===== config.mk =====
export PLATFORM = sky130hd
export DESIGN_NAME = identify_feature_words
export DESIGN_NICKNAME = d
export VERILOG_FILES = /design/src/verilog/identify_words_pkg.sv /design/src/verilog/identify_feature_words.sv
export SDC_FILE = /design/constraint.sdc
export NUM_CORES = 1
export LEC_CHECK = 0
export BUFFER_PORTS_ARGS = -buffer_cell sky130_fd_sc_hd__buf_4
export CAP_MARGIN = 10
export CORE_ASPECT_RATIO = 0.6
export CORE_UTILIZATION = 58
export CTS_BUF_LIST = sky130_fd_sc_hd__clkbuf_8
export CTS_CLUSTER_SIZE = 14
export DETAILED_ROUTE_END_ITERATION = 6
export GPL_TIMING_DRIVEN = 0
export HOLD_SLACK_MARGIN = 0.02
export MAX_ROUTING_LAYER = met4
export PLACE_DENSITY = 0.87
export RECOVER_POWER = 25
export SLEW_MARGIN = 20
export SYNTH_ARGS = -nofsm -noshare
export SYNTH_HDL_FRONTEND = slang
export SYNTH_SLANG_ARGS = --single-unit

===== constraint.sdc =====
create_clock -name clk -period 2.3 [get_ports clk]
set_clock_uncertainty 0.2 [all_clocks]
set_input_delay 0.23 -clock clk [delete_from_list [all_inputs] [get_ports clk]]
set_output_delay 0.23 -clock clk [all_outputs]
set_load 0.02 [all_outputs]

===== src/verilog/identify_words_pkg.sv =====
// Constants for the identification feature word generator.
// Assumes one clock domain; straps and media pins arrive asynchronously.
// ============================================================
`default_nettype none
package identify_words_pkg;
    // ========================================================
    // Port widths
    localparam int unsigned ADDR_W = 8;
    localparam int unsigned DATA_W = 16;
    // ========================================================
    // Register addresses; word addresses equal word positions
    localparam logic [7:0] ADDR_FEAT_CTRL = 8'h00;
    localparam logic [7:0] ADDR_MEDIA_STAT = 8'h01;
    localparam logic [7:0] ADDR_W81 = 8'h51;
    localparam logic [7:0] ADDR_W82 = 8'h52;
    localparam logic [7:0] ADDR_W83 = 8'h53;
    localparam logic [7:0] ADDR_W84 = 8'h54;
    localparam logic [7:0] ADDR_W85 = 8'h55;
    localparam logic [7:0] ADDR_W86 = 8'h56;
    localparam logic [7:0] ADDR_W87 = 8'h57;
    // ========================================================
    // Minor revision codes
    localparam logic [15:0] REV_NONE = 16'h0000;
    localparam logic [15:0] REV_LAST = 16'h0022;
    localparam logic [15:0] REV_RSV_A = 16'h001d;
    localparam logic [15:0] REV_RSV_B = 16'h001f;
    localparam logic [15:0] REV_RSV_C = 16'h0020;
    // ========================================================
    // Common bit positions
    localparam int unsigned B_SIG_ONE = 14;
    localparam int unsigned B_SIG_ZERO = 15;
    localparam int unsigned B_PWR_MGMT = 3;
    localparam int unsigned B_PACKET = 4;
    localparam int unsigned B_FLUSH = 12;
    localparam int unsigned B_SPINUP = 6;
    localparam int unsigned B_PUIS = 5;
    localparam int unsigned B_SERIAL = 2;
    localparam int unsigned B_STREAM = 4;
    // ========================================================
    // Bit masks of strap-driven, mirrored and control fields
    localparam logic [15:0] CAP82_MASK = 16'h77e7;
    localparam logic [15:0] CAP83_MASK = 16'h2fbf;
    localparam logic [15:0] CAP84_MASK = 16'h27ff;
    localparam logic [15:0] MIRROR85 = 16'h7604;
    localparam logic [15:0] MIRROR86 = 16'h2c87;
    localparam logic [15:0] MIRROR87 = 16'h27e3;
    localparam logic [15:0] CTRL_MASK = 16'h0fff;
    localparam logic [15:0] ZERO16 = 16'h0000;
    // ========================================================
    // Feature control register fields
    localparam int unsigned C_SMART = 0;
    localparam int unsigned C_SECURITY = 1;
    localparam int unsigned C_WCACHE = 2;
    localparam int unsigned C_LOOKAHEAD = 3;
    localparam int unsigned C_REL_INT = 4;
    localparam int unsigned C_SVC_INT = 5;
    localparam int unsigned C_APM = 6;
    localparam int unsigned C_MEDIA_STAT = 7;
    localparam int unsigned C_PUIS = 8;
    localparam int unsigned C_SETMAX = 9;
    localparam int unsigned C_AAM = 10;
    localparam int unsigned C_CARD_PT = 11;
    localparam int unsigned C_STREAM = 12; // Set by firmware once streams are configured
endpackage : identify_words_pkg
`default_nettype wire


===== src/verilog/identify_feature_words.sv =====
// Generator of identification words 81 to 87 behind a plain register port.
// Assumes capability straps and media pins are asynchronous and static-ish;
// firmware mirrors feature-setting commands into the control register.
//
// Our own choices: the register offsets and the plain strobed port.
`timescale 1ns/10ps
`default_nettype none
module identify_feature_words
    import identify_words_pkg::*;
#(
    parameter logic [15:0] MINOR_REV = REV_NONE
) (
    input  wire logic              clk,
    input  wire logic              reset_n,
    input  wire logic [ADDR_W-1:0] addr,
    input  wire logic [DATA_W-1:0] wdata,
    input  wire logic              wr,
    input  wire logic              rd,
    output var  logic [DATA_W-1:0] rdata,
    input  wire logic [15:0]       cap82_strap,
    input  wire logic [15:0]       cap83_strap,
    input  wire logic [15:0]       cap84_strap,
    input  wire logic              media_present,
    input  wire logic              media_serial_ok,
    output var  logic [15:0]       feat_ctrl
);

    // ========================================================
    // State
    typedef struct packed {
        logic [15:0] cap82_s1;
        logic [15:0] cap82_s2;
        logic [15:0] cap83_s1;
        logic [15:0] cap83_s2;
        logic [15:0] cap84_s1;
        logic [15:0] cap84_s2;
        logic [1:0]  media_s1;
        logic [1:0]  media_s2;
        logic [15:0] ctrl;
        logic [15:0] rdata;
    } state_t;

    state_t st_reg;
    state_t st_next;

    logic [15:0] w81;
    logic [15:0] w82;
    logic [15:0] w83;
    logic [15:0] w84;
    logic [15:0] w85;
    logic [15:0] w86;
    logic [15:0] w87;
    logic [15:0] en_eff;

    // ========================================================
    // Minor revision filter: a reserved or unknown code must never leave
    function automatic logic [15:0] legal_rev(input logic [15:0] code);
        logic [15:0] res;
        res = code;
        if (code == REV_NONE || code == 16'hffff) begin
            res = code;
        end else if (code > REV_LAST || code == REV_RSV_A ||
                     code == REV_RSV_B || code == REV_RSV_C) begin
            res = REV_NONE;
        end
        return res;
    endfunction : legal_rev

    // ========================================================
    // Effective enables: a feature without support never reads enabled in words 85 to 87; the control register reads back ungated
    always_comb begin
        en_eff = ZERO16;
        en_eff[C_SMART] = st_reg.ctrl[C_SMART] & st_reg.cap82_s2[0];
        en_eff[C_SECURITY] = st_reg.ctrl[C_SECURITY] & st_reg.cap82_s2[1];
        en_eff[C_WCACHE] = st_reg.ctrl[C_WCACHE] & st_reg.cap82_s2[5];
        en_eff[C_LOOKAHEAD] = st_reg.ctrl[C_LOOKAHEAD] & st_reg.cap82_s2[6];
        en_eff[C_REL_INT] = st_reg.ctrl[C_REL_INT] & st_reg.cap82_s2[7];
        en_eff[C_SVC_INT] = st_reg.ctrl[C_SVC_INT] & st_reg.cap82_s2[8];
        en_eff[C_APM] = st_reg.ctrl[C_APM] & st_reg.cap83_s2[3];
        en_eff[C_MEDIA_STAT] = st_reg.ctrl[C_MEDIA_STAT] & st_reg.cap83_s2[4];
        en_eff[C_PUIS] = st_reg.ctrl[C_PUIS] & st_reg.cap83_s2[B_PUIS];
        en_eff[C_SETMAX] = st_reg.ctrl[C_SETMAX] & st_reg.cap83_s2[8];
        en_eff[C_AAM] = st_reg.ctrl[C_AAM] & st_reg.cap83_s2[9];
        en_eff[C_CARD_PT] = st_reg.ctrl[C_CARD_PT] & st_reg.cap84_s2[3];
    end

    // ========================================================
    // Revision word from the parameter; support words built from synchronised straps
    always_comb begin
        w81 = legal_rev(MINOR_REV);
        // Undefined and obsolete positions are forced to zero
        w82 = st_reg.cap82_s2 & CAP82_MASK;
        w82[B_PWR_MGMT] = 1'b1;
        w82[B_PACKET] = 1'b0;
        w83 = st_reg.cap83_s2 & CAP83_MASK;
        // Spin-up need only makes sense with standby power-up supported
        w83[B_SPINUP] = st_reg.cap83_s2[B_SPINUP] & st_reg.cap83_s2[B_PUIS];
        w83[B_FLUSH] = 1'b1;
        w83[B_SIG_ONE] = 1'b1;
        w83[B_SIG_ZERO] = 1'b0;
        w84 = st_reg.cap84_s2 & CAP84_MASK;
        w84[B_SIG_ONE] = 1'b1;
        w84[B_SIG_ZERO] = 1'b0;
    end

    // ========================================================
    // Enable words: live state gated by support, mirrors elsewhere
    always_comb begin
        w85 = w82 & MIRROR85;
        w85[0] = en_eff[C_SMART];
        w85[1] = en_eff[C_SECURITY];
        w85[B_PWR_MGMT] = 1'b1;
        w85[B_PACKET] = 1'b0;
        w85[5] = en_eff[C_WCACHE];
        w85[6] = en_eff[C_LOOKAHEAD];
        w85[7] = en_eff[C_REL_INT];
        w85[8] = en_eff[C_SVC_INT];
        w86 = w83 & MIRROR86;
        w86[3] = en_eff[C_APM];
        w86[4] = en_eff[C_MEDIA_STAT];
        w86[5] = en_eff[C_PUIS];
        w86[B_SPINUP] = w83[B_SPINUP] & en_eff[C_PUIS];
        w86[8] = en_eff[C_SETMAX];
        w86[9] = en_eff[C_AAM];
        w86[B_FLUSH] = 1'b1;
        w87 = w84 & MIRROR87;
        // Serial number valid needs support, media and a good number
        w87[B_SERIAL] = w84[B_SERIAL] & st_reg.media_s2[0] &
                        st_reg.media_s2[1];
        w87[3] = en_eff[C_CARD_PT];
        w87[B_STREAM] = w84[B_STREAM] & st_reg.ctrl[C_STREAM];
        w87[B_SIG_ONE] = 1'b1;
        w87[B_SIG_ZERO] = 1'b0;
    end

    // ========================================================
    // Next state: synchronisers, control writes, registered reads
    always_comb begin
        st_next = st_reg;
        // First stages feed only the second stages
        st_next.cap82_s1 = cap82_strap;
        st_next.cap82_s2 = st_reg.cap82_s1;
        st_next.cap83_s1 = cap83_strap;
        st_next.cap83_s2 = st_reg.cap83_s1;
        st_next.cap84_s1 = cap84_strap;
        st_next.cap84_s2 = st_reg.cap84_s1;
        st_next.media_s1 = {media_serial_ok, media_present};
        st_next.media_s2 = st_reg.media_s1;
        // Firmware writes the enable state after each feature command
        if (wr && addr == ADDR_FEAT_CTRL) begin
            st_next.ctrl = wdata & (CTRL_MASK | (16'h0001 << C_STREAM));
        end
        // Read data stands only in the cycle after the strobe
        st_next.rdata = ZERO16;
        if (rd) begin
            if (addr == ADDR_FEAT_CTRL) begin
                st_next.rdata = st_reg.ctrl;
            end else if (addr == ADDR_MEDIA_STAT) begin
                st_next.rdata = {14'h0000, st_reg.media_s2};
            end else if (addr == ADDR_W81) begin
                st_next.rdata = w81;
            end else if (addr == ADDR_W82) begin
                st_next.rdata = w82;
            end else if (addr == ADDR_W83) begin
                st_next.rdata = w83;
            end else if (addr == ADDR_W84) begin
                st_next.rdata = w84;
            end else if (addr == ADDR_W85) begin
                st_next.rdata = w85;
            end else if (addr == ADDR_W86) begin
                st_next.rdata = w86;
            end else if (addr == ADDR_W87) begin
                st_next.rdata = w87;
            end
        end
    end

    // ========================================================
    // State register; straps read as absent until synchronised
    always_ff @(posedge clk or negedge reset_n) begin
        if (!reset_n) begin
            st_reg <= '0;
        end else begin
            st_reg <= st_next;
        end
    end

    assign rdata = st_reg.rdata;
    assign feat_ctrl = st_reg.ctrl;
endmodule : identify_feature_words
`default_nettype wire


# == Word level (Yosys, flattened, before mapping) ==
# Cells that the tools add are included.
# totals
input_bits,78
register_bits,119
word_cells,47
# op_classes
n_eq_ne,8
n_bitwise,17
n_mux,10
reduce_logical,2
# op_table
cell,count
$mux W15,7
$eq A8 B7 Y1 const B,7
$mux W16,3
$and A1 B1 Y1,17
$eq A8 B1 Y1 const B,1
$logic_not A8 Y1,1
$logic_and A1 B1 Y1,1

# == Logic depth before layout (Yosys ltp) ==
# Gate-level depths: netlist (run 1).
# logic_depth
word_depth,12
ltp_mapped,7

# == Worst setup path before layout (run 1) ==
# No wires, ideal clock.
# synth_timing
kind,input port to flip-flop
from,in addr[3]
to,"reg st_reg, in the netlist feat_ctrl[10]"
arrival_time_ps,1619
stages,7
setup_slack_ps,356
setup_ps,125
cell_sequence,buf_6 -> or4_1 -> buf_2 -> nor3_4 -> nand2_2 -> buf_6 -> mux2_4
# synth_between
elab_chain_cells,2
# synth_rtl
element,line_no,rtl
"start, declared",identify_feature_words.sv:15,"input wire logic [ADDR_W-1:0] addr,"
$logic_not A8 Y1,identify_feature_words.sv:150,if (wr && addr == ADDR_FEAT_CTRL) begin
$logic_and A1 B1 Y1,identify_feature_words.sv:150,
"end signal, assigned",identify_feature_words.sv:184,st_reg <= st_next;
"end, declared",identify_feature_words.sv:43,state_t st_reg;
# No other way between the ends.
# A chain may end at the register's enable or synchronous reset.

==> metrics.md, run 1 <==
| Metric | Value |
|---|---|
| Gate Count Post-Synth | between 300 and 400 |
| Cell chain of the critical path | buf_4 > nand4bb_1 > clkbuf_1 > nor4_1 > a221oi_1 > o31ai_1 |
| CTS tree | built |
| Crit-path max cell delay | about 0.86 ns |
| GRT Total Usage | 0.326 |
| Vias in the first global route | between 3,000 and 4,000 |
| Hold crit path type | primary input to flop |
| Pin count of the biggest net entering global routing | about 110 |
| Yosys warning total | 0 |
| Slew margin rel. | 0.322 |
| Post-Route WL | 11,000 microns |
| Clock buffer depth | 2 |
| CP max-delay cell | nor4_1 |
| Die Area | around 7500 sq um |
| Endpoints failing setup | 0 |
| FF-to-FF End | rdata[5] |
| Levels on crit path | 6 |
| Postcts setup bufs | 0 |
| Buf+Inv Stages, Crit Path | 2 |
| Die Y-Extent | 67.7 microns |
| DRT Pass-1 Iters | 7 |
| Placed Cells | between 400 and 500 |
| Final Hold Viols | 0 |
| Post-DP Area | slightly below 5000 sq um |
| Number of CTS-inserted buffers | 9 |
| Share of cells above drive strength 1 | 0.337 |
| Synth unique cells | between 50 and 60 |
| Arr. time, crit path | approximately 2.2 ns |
| Outcome | finished, violations left |
| Antenna Nets Post-Route | 0 |
| Maxcap violations | 0 |
| Cts repair resizes | 0 |
| H-tree levels | 3 |
| DRC Markers | 11 |
| Leakage | 0.00273 uW |
| Fin nets | about 560 |
| Total gr overflow | 0 |
| Routability cong. | 0.938 |
| R2r startpoint | feat_ctrl[8] |
| # diodes | 0 |
| Sequential element share of the synthesized area | 0.636 |
| Detail-routed via count per cell | 5.55 |
| CP endpoint kind | flop |
| # clock sinks | around 110 |
| Dpl hpwl | about 7000 microns |
| Final Power | about 3500 uW |
| Fillers | about 350 |
| Via count | between 3,000 and 4,000 |
| Worst EP required | between 2 and 2.5 ns |
| Post-layout instance area | around 5700 sq um |
| Cts hold-fix bufs | 54 |
| Worst Reg-to-Reg Cells | 4 |
| Synthesized cell area | 4170 sq um |
| Max-slew violations | 0 |
| Worst Setup Path Type | primary input to flop |
| Synthesis-to-layout area growth | 36.4% |
| Clk Latency, worst-skew pair | 0.38 ns |
| CTS root buf | clkbuf_8 |
| Crit path max-delay family | simple AND/OR/NAND/NOR gates |
| Wire length per cell | roughly 19 microns |
| Async S/R FF share, synth | 1.00 |
| R2r setup slk | approximately 0.63 ns |
| Type of origin of the critical path | primary input |
| Peak VDD IR | around 0.00055 V |
| Worst slew pin tran | around 1.0 ns |
| Core Region | just under 7000 sq um |
| DP Worst Slack | -0.128 ns |
| IO buf count | between 80 and 90 |
| Post-route minimum period | about 2.2 ns |
| CP Max Fanout | 8 |
| Pwr dens | 615 nW/um^2 |
| Initial DRC count | 274 |
| Top FF cell, synth | dfrtp_1 |
| Final worst path period share | 0.951 |
| RSZ-0062 raised after global routing | no |
| Die width | approximately 110 microns |
| Final setup margin | 0.113 ns |
| EDFF count, synth | 0 |
| Failing checks | DRC |
| Highest Clock Rate | roughly 460 MHz |
| Fin cells | 568 |
| # rows | 23 |
| Commonest non-fill, non-tap cell in the layout | dfrtp_1 |
| Minimum hold slack | 0.0643 ns |
| #FFs+latches synth | approximately 110 |
| Hold EP | rdata[6] |
| Most frequent cells in the layout | dfrtp_1 (106), buf_4 (102), dlygate4sd3_1 (54) |
| I/O Pins | between 100 and 150 |
| Synth Area per Inst | approximately 13 sq um |
| First-pass GRT wire length | about 17,000 microns |
| Initial antenna violation count | 0 |
| Clock slew at reported path FFs | ~0.11 ns |
| Hold depth | 3 |
| Initial Util | 0.611 |
| Hold_sp | addr[3] |
worst register-to-register path, cell delays in order, from the launching register on:
cell	delay, ns
dfrtp_1	0.47
a21boi_0	0.26
o22ai_1	0.12
a211oi_1	0.38
o31ai_1	0.14
Yosys cell counts (all sizes together), types with 7 or more instances:
library cell / number / area, sq um
dfrtp: 106 / 2650
buf: 40 / 305
nand2: 19 / 73.8
mux2: 15 / 206
a21oi: 9 / 45.0
nor2: 9 / 33.8
o21ai: 9 / 45.0
clkbuf: 7 / 26.3
inv: 7 / 26.3
nand2b: 7 / 43.8
area by class of cell:
type / instances / area, sq um / area share
tap: 87 / 109 / 0.0191
buffer: 48 / 340 / 0.0598
clock inverter: 6 / 61.3 / 0.0108
sequential: 106 / 2650 / 0.466
timing repair buffer: 143 / 1210 / 0.213
clock buffer: 9 / 124 / 0.0218
multi-input combinational: 162 / 1160 / 0.204
inverter: 7 / 26.3 / 0.00462
metal layers:
| layer | vias to the layer above | part of all wire | GRT usage |
|---|---|---|---|
| met3 | 12 | 0.096 | 0.111 |
| met2 | 181 | 0.43 | 0.480 |
| met1 | 1555 | 0.46 | 0.440 |
| met4 | 0 | 0.0079 | 0.0794 |
| met5 | - | 0 | - |
| li1 | 1406 | - | - |
cell families after synthesis:
| kind of cell | count (synthesis) | share of synthesized area |
|---|---|---|
| AND/OR/NAND/NOR | 71 | 0.0993 |
| other | 1 | 0.000899 |
| XOR/XNOR | 2 | 0.00420 |
| flip-flops | 106 | 0.636 |
| AO/OA/AOI/OAI | 66 | 0.112 |
| adder cells (fa/ha/maj) | 3 | 0.00720 |
| buffers and inverters | 55 | 0.0879 |
| multiplexers | 16 | 0.0519 |
per-stage QoR:
stage               TNS [ns]   util
floorplan                  0      -
global placement      -0.189  0.727
finish                     0  0.834
global route               0  0.834
detailed placement    -0.128  0.727
CTS                        0  0.834
how the worst max path moves through the flow:
stage / startpoint / to / slack [ns]
3_5_place_dp: addr[5] / rdata[10] / -0.13
2_1_floorplan: addr[3] / feat_ctrl[10] / 0.36
5_1_grt: addr[2] / rdata[10] / 0.10
6_report: addr[5] / rdata[10] / 0.11
4_1_cts: addr[5] / rdata[10] / 0.27
3_3_place_gp: addr[5] / rdata[10] / -0.19
power by group:
| part | internal (uW) | switching [uW] |
|---|---|---|
| clock network | 416 | 661 |
| logic | 227 | 196 |
| registers | 1940 | 53.6 |
| total | 2590 | 911 |
Power figures use the tool's default switching activity.
==> run 2, diff against run 1 <==
PLACE_DENSITY = 0.88   (was 0.87)
==> metrics.md, run 2 (synthesis gave the netlist of run 1 again) <==
| Metric | Value |
|---|---|
| Outcome | finished, violations left |
| Failing checks | DRC |
| Crit path max-delay family | simple AND/OR/NAND/NOR gates |
| RSZ-0062 raised after global routing | no |
| Top sig layer | met4 |
| CP endpoint kind | flop |
| Hold_sp | addr[3] |
| # clock sinks | 106 (unchanged) |
| CP Max Fanout | 8 (unchanged) |
| Fin nets | 556 (+0.18%) |
| Via count | 3,129 (-0.79%) |
| Cts hold-fix bufs | 55 (+1.9%) |
| Pwr dens | 614 nW/um^2 (-0.18%) |
| GRT Total Usage | 0.302 (-0.0243) |
| Die Area | 7540 sq um (unchanged) |
| Number of CTS-inserted buffers | 9 (unchanged) |
| CTS root buf | clkbuf_8 |
| Crit path from | addr[5] |
| Post-route minimum period | 2.07 ns (-0.121 ns) |
| Slew margin rel. | 0.300 (-0.0225) |
| Leakage | 0.00274 uW (+0.14%) |
| # rows | 23 (unchanged) |
| R2r startpoint | feat_ctrl[9] |
| Most frequent cells in the layout | dfrtp_1 (106), buf_4 (102), dlygate4sd3_1 (55) |
| Total gr overflow | 0 (unchanged) |
| Post-Route WL | 10,200 microns (-6.7%) |
| H-tree levels | 3 (unchanged) |
| Pin count of the biggest net entering global routing | 107 (unchanged) |
| Synthesis-to-layout area growth | 36.8% |
| Arr. time, crit path | 2.13 ns (-0.09 ns) |
| Max-slew violations | 0 (unchanged) |
| Dpl hpwl | 6500 microns (-4.6%) |
| Core Region | 6820 sq um (unchanged) |
| Crit-path max cell delay | 0.88 ns (+0.02 ns) |
| Worst EP required | 2.36 ns (+0.02 ns) |
| Initial Util | 0.611 (unchanged) |
| Detail-routed via count per cell | 5.49 (-1.1%) |
| Peak VDD IR | 0.000513 V (-6.0%) |
| Clock buffer depth | 2 (unchanged) |
| Maxcap violations | 0 (unchanged) |
| Met2 Wirelength | 4320 microns (-9.2%) |
| Antenna Nets Post-Route | 0 (unchanged) |
| Initial antenna violation count | 0 (unchanged) |
| M1 wire length | 4560 microns (-9.6%) |
| Die width | 111 microns (unchanged) |
| Endpoints failing setup | 0 (unchanged) |
| Highest Clock Rate | 484 MHz (+5.8%) |
| DRT Pass-1 Iters | 7 (unchanged) |
| Routability cong. | 0.995 (+6.1%) |
| Vias in the first global route | 2,984 (-4.6%) |
| Cts repair resizes | 0 (unchanged) |
| Cell chain of the critical path | buf_4 > nand4bb_1 > clkbuf_1 > nor4_1 > a221oi_1 > o31ai_1 |
| Clock slew at reported path FFs | 0.10 ns (about the same) |
| # diodes | 0 (unchanged) |
| Placed Cells | 499 (unchanged) |
| Buf+Inv Stages, Crit Path | 2 (unchanged) |
| Share of cells above drive strength 1 | 0.337 (+0.000676) |
| Fin cells | 570 (+0.35%) |
| Postcts setup bufs | 0 (unchanged) |
| Wire length per cell | 17.9 microns (-7.1%) |
| CTS tree | built |
| Type of origin of the critical path | primary input |
| Met3 Routed Length | 1140 microns (+7.6%) |
| Die Y-Extent | 67.7 microns (unchanged) |
| First-pass GRT wire length | 16,100 microns (-5.8%) |
| Final worst path period share | 0.899 (-0.0525) |
| Worst slew pin tran | 1.04 ns (+0.0335 ns) |
| DRC Markers | 11 (unchanged) |
| CP max-delay cell | nor4_1 |
| Commonest non-fill, non-tap cell in the layout | dfrtp_1 |
| Setup tns final | 0 ns (unchanged) |
| Initial DRC count | 372 (+36%) |
| Hold crit path type | primary input to flop |
| I/O Pins | 110 (unchanged) |
| IO buf count | 89 (unchanged) |
| Final Hold Viols | 0 (unchanged) |
| Worst Setup Path Type | primary input to flop |
| Clk Latency, worst-skew pair | 0.37 ns (about the same) |
==> run 2: changes by cell type in the layout (fill, tap and decap cells not counted) <==
| cell | before | now |
|---|---|---|
| clkinv_8 | 1 | 0 |
| clkbuf_8 | 9 | 10 |
| clkinvlp_4 | 0 | 1 |
| inv_8 | 2 | 1 |
| inv_6 | 1 | 3 |
| dlygate4sd3_1 | 54 | 55 |
| clkinv_2 | 1 | 0 |
==> run 2: worst register-to-register path: cells and delay by family (launching register included) <==
family / cells / cell delay, ns
AO/OA/AOI/OAI: 4 / 0.80
flip-flops: 1 / 0.46
==> run 2: through the flow <==
step / power (uW) / setup WS [ns] / util / area [sq um] / hold WS (ns)
finish: 3500 / 0.233 / 0.836 / 5700 / 0.0886
CTS: 3520 / 0.329 / 0.836 / 5700 / 0.0520
floorplan: 2170 / 0.356 / - / 4180 / -0.266
global placement: 2350 / -0.0414 / 0.727 / 4960 / 0.134
detailed placement: 2360 / -0.0588 / 0.727 / 4960 / 0.135
global route: 3640 / 0.154 / 0.836 / 5700 / 0.0787
==> run 2: routing by layer <==
layer,up-vias,track usage
met5,-,-
met4,0,0.0946
li1,1412,-
met3,21,0.0691
met1,1475,0.432
met2,221,0.433
==> run 2: layout make-up <==
type | count | area [sq um]
Inverter | 7 | 26.3
Fill cell | 362 | 1120
Buffer | 48 | 340
Multi-Input combinational cell | 162 | 1160
Clock inverter | 6 | 53.8
Sequential cell | 106 | 2650
Clock buffer | 10 | 138
Timing Repair Buffer | 144 | 1220
Tap cell | 87 | 109
==> run 2: where the power goes <==
| part | total (uW) | switching, uW | internal (uW) |
|---|---|---|---|
| clock | 1090 | 641 | 444 |
| sequential | 2000 | 52.1 | 1940 |
| combinational | 419 | 191 | 228 |
| total | 3500 | 885 | 2620 |
==> run 2: final timing paths <==
kind / end / slack (ns) / depth (start not counted)
max in group asynchronous: rdata[6] / 0.92 / 2
setup / recovery: rdata[10] / 0.23 / 6
min in group asynchronous: feat_ctrl[4] / 0.33 / 2
hold reg to reg: st_reg[40] / 0.15 / 0
hold / removal: rdata[0] / 0.09 / 4
setup reg to reg: rdata[8] / 0.72 / 4
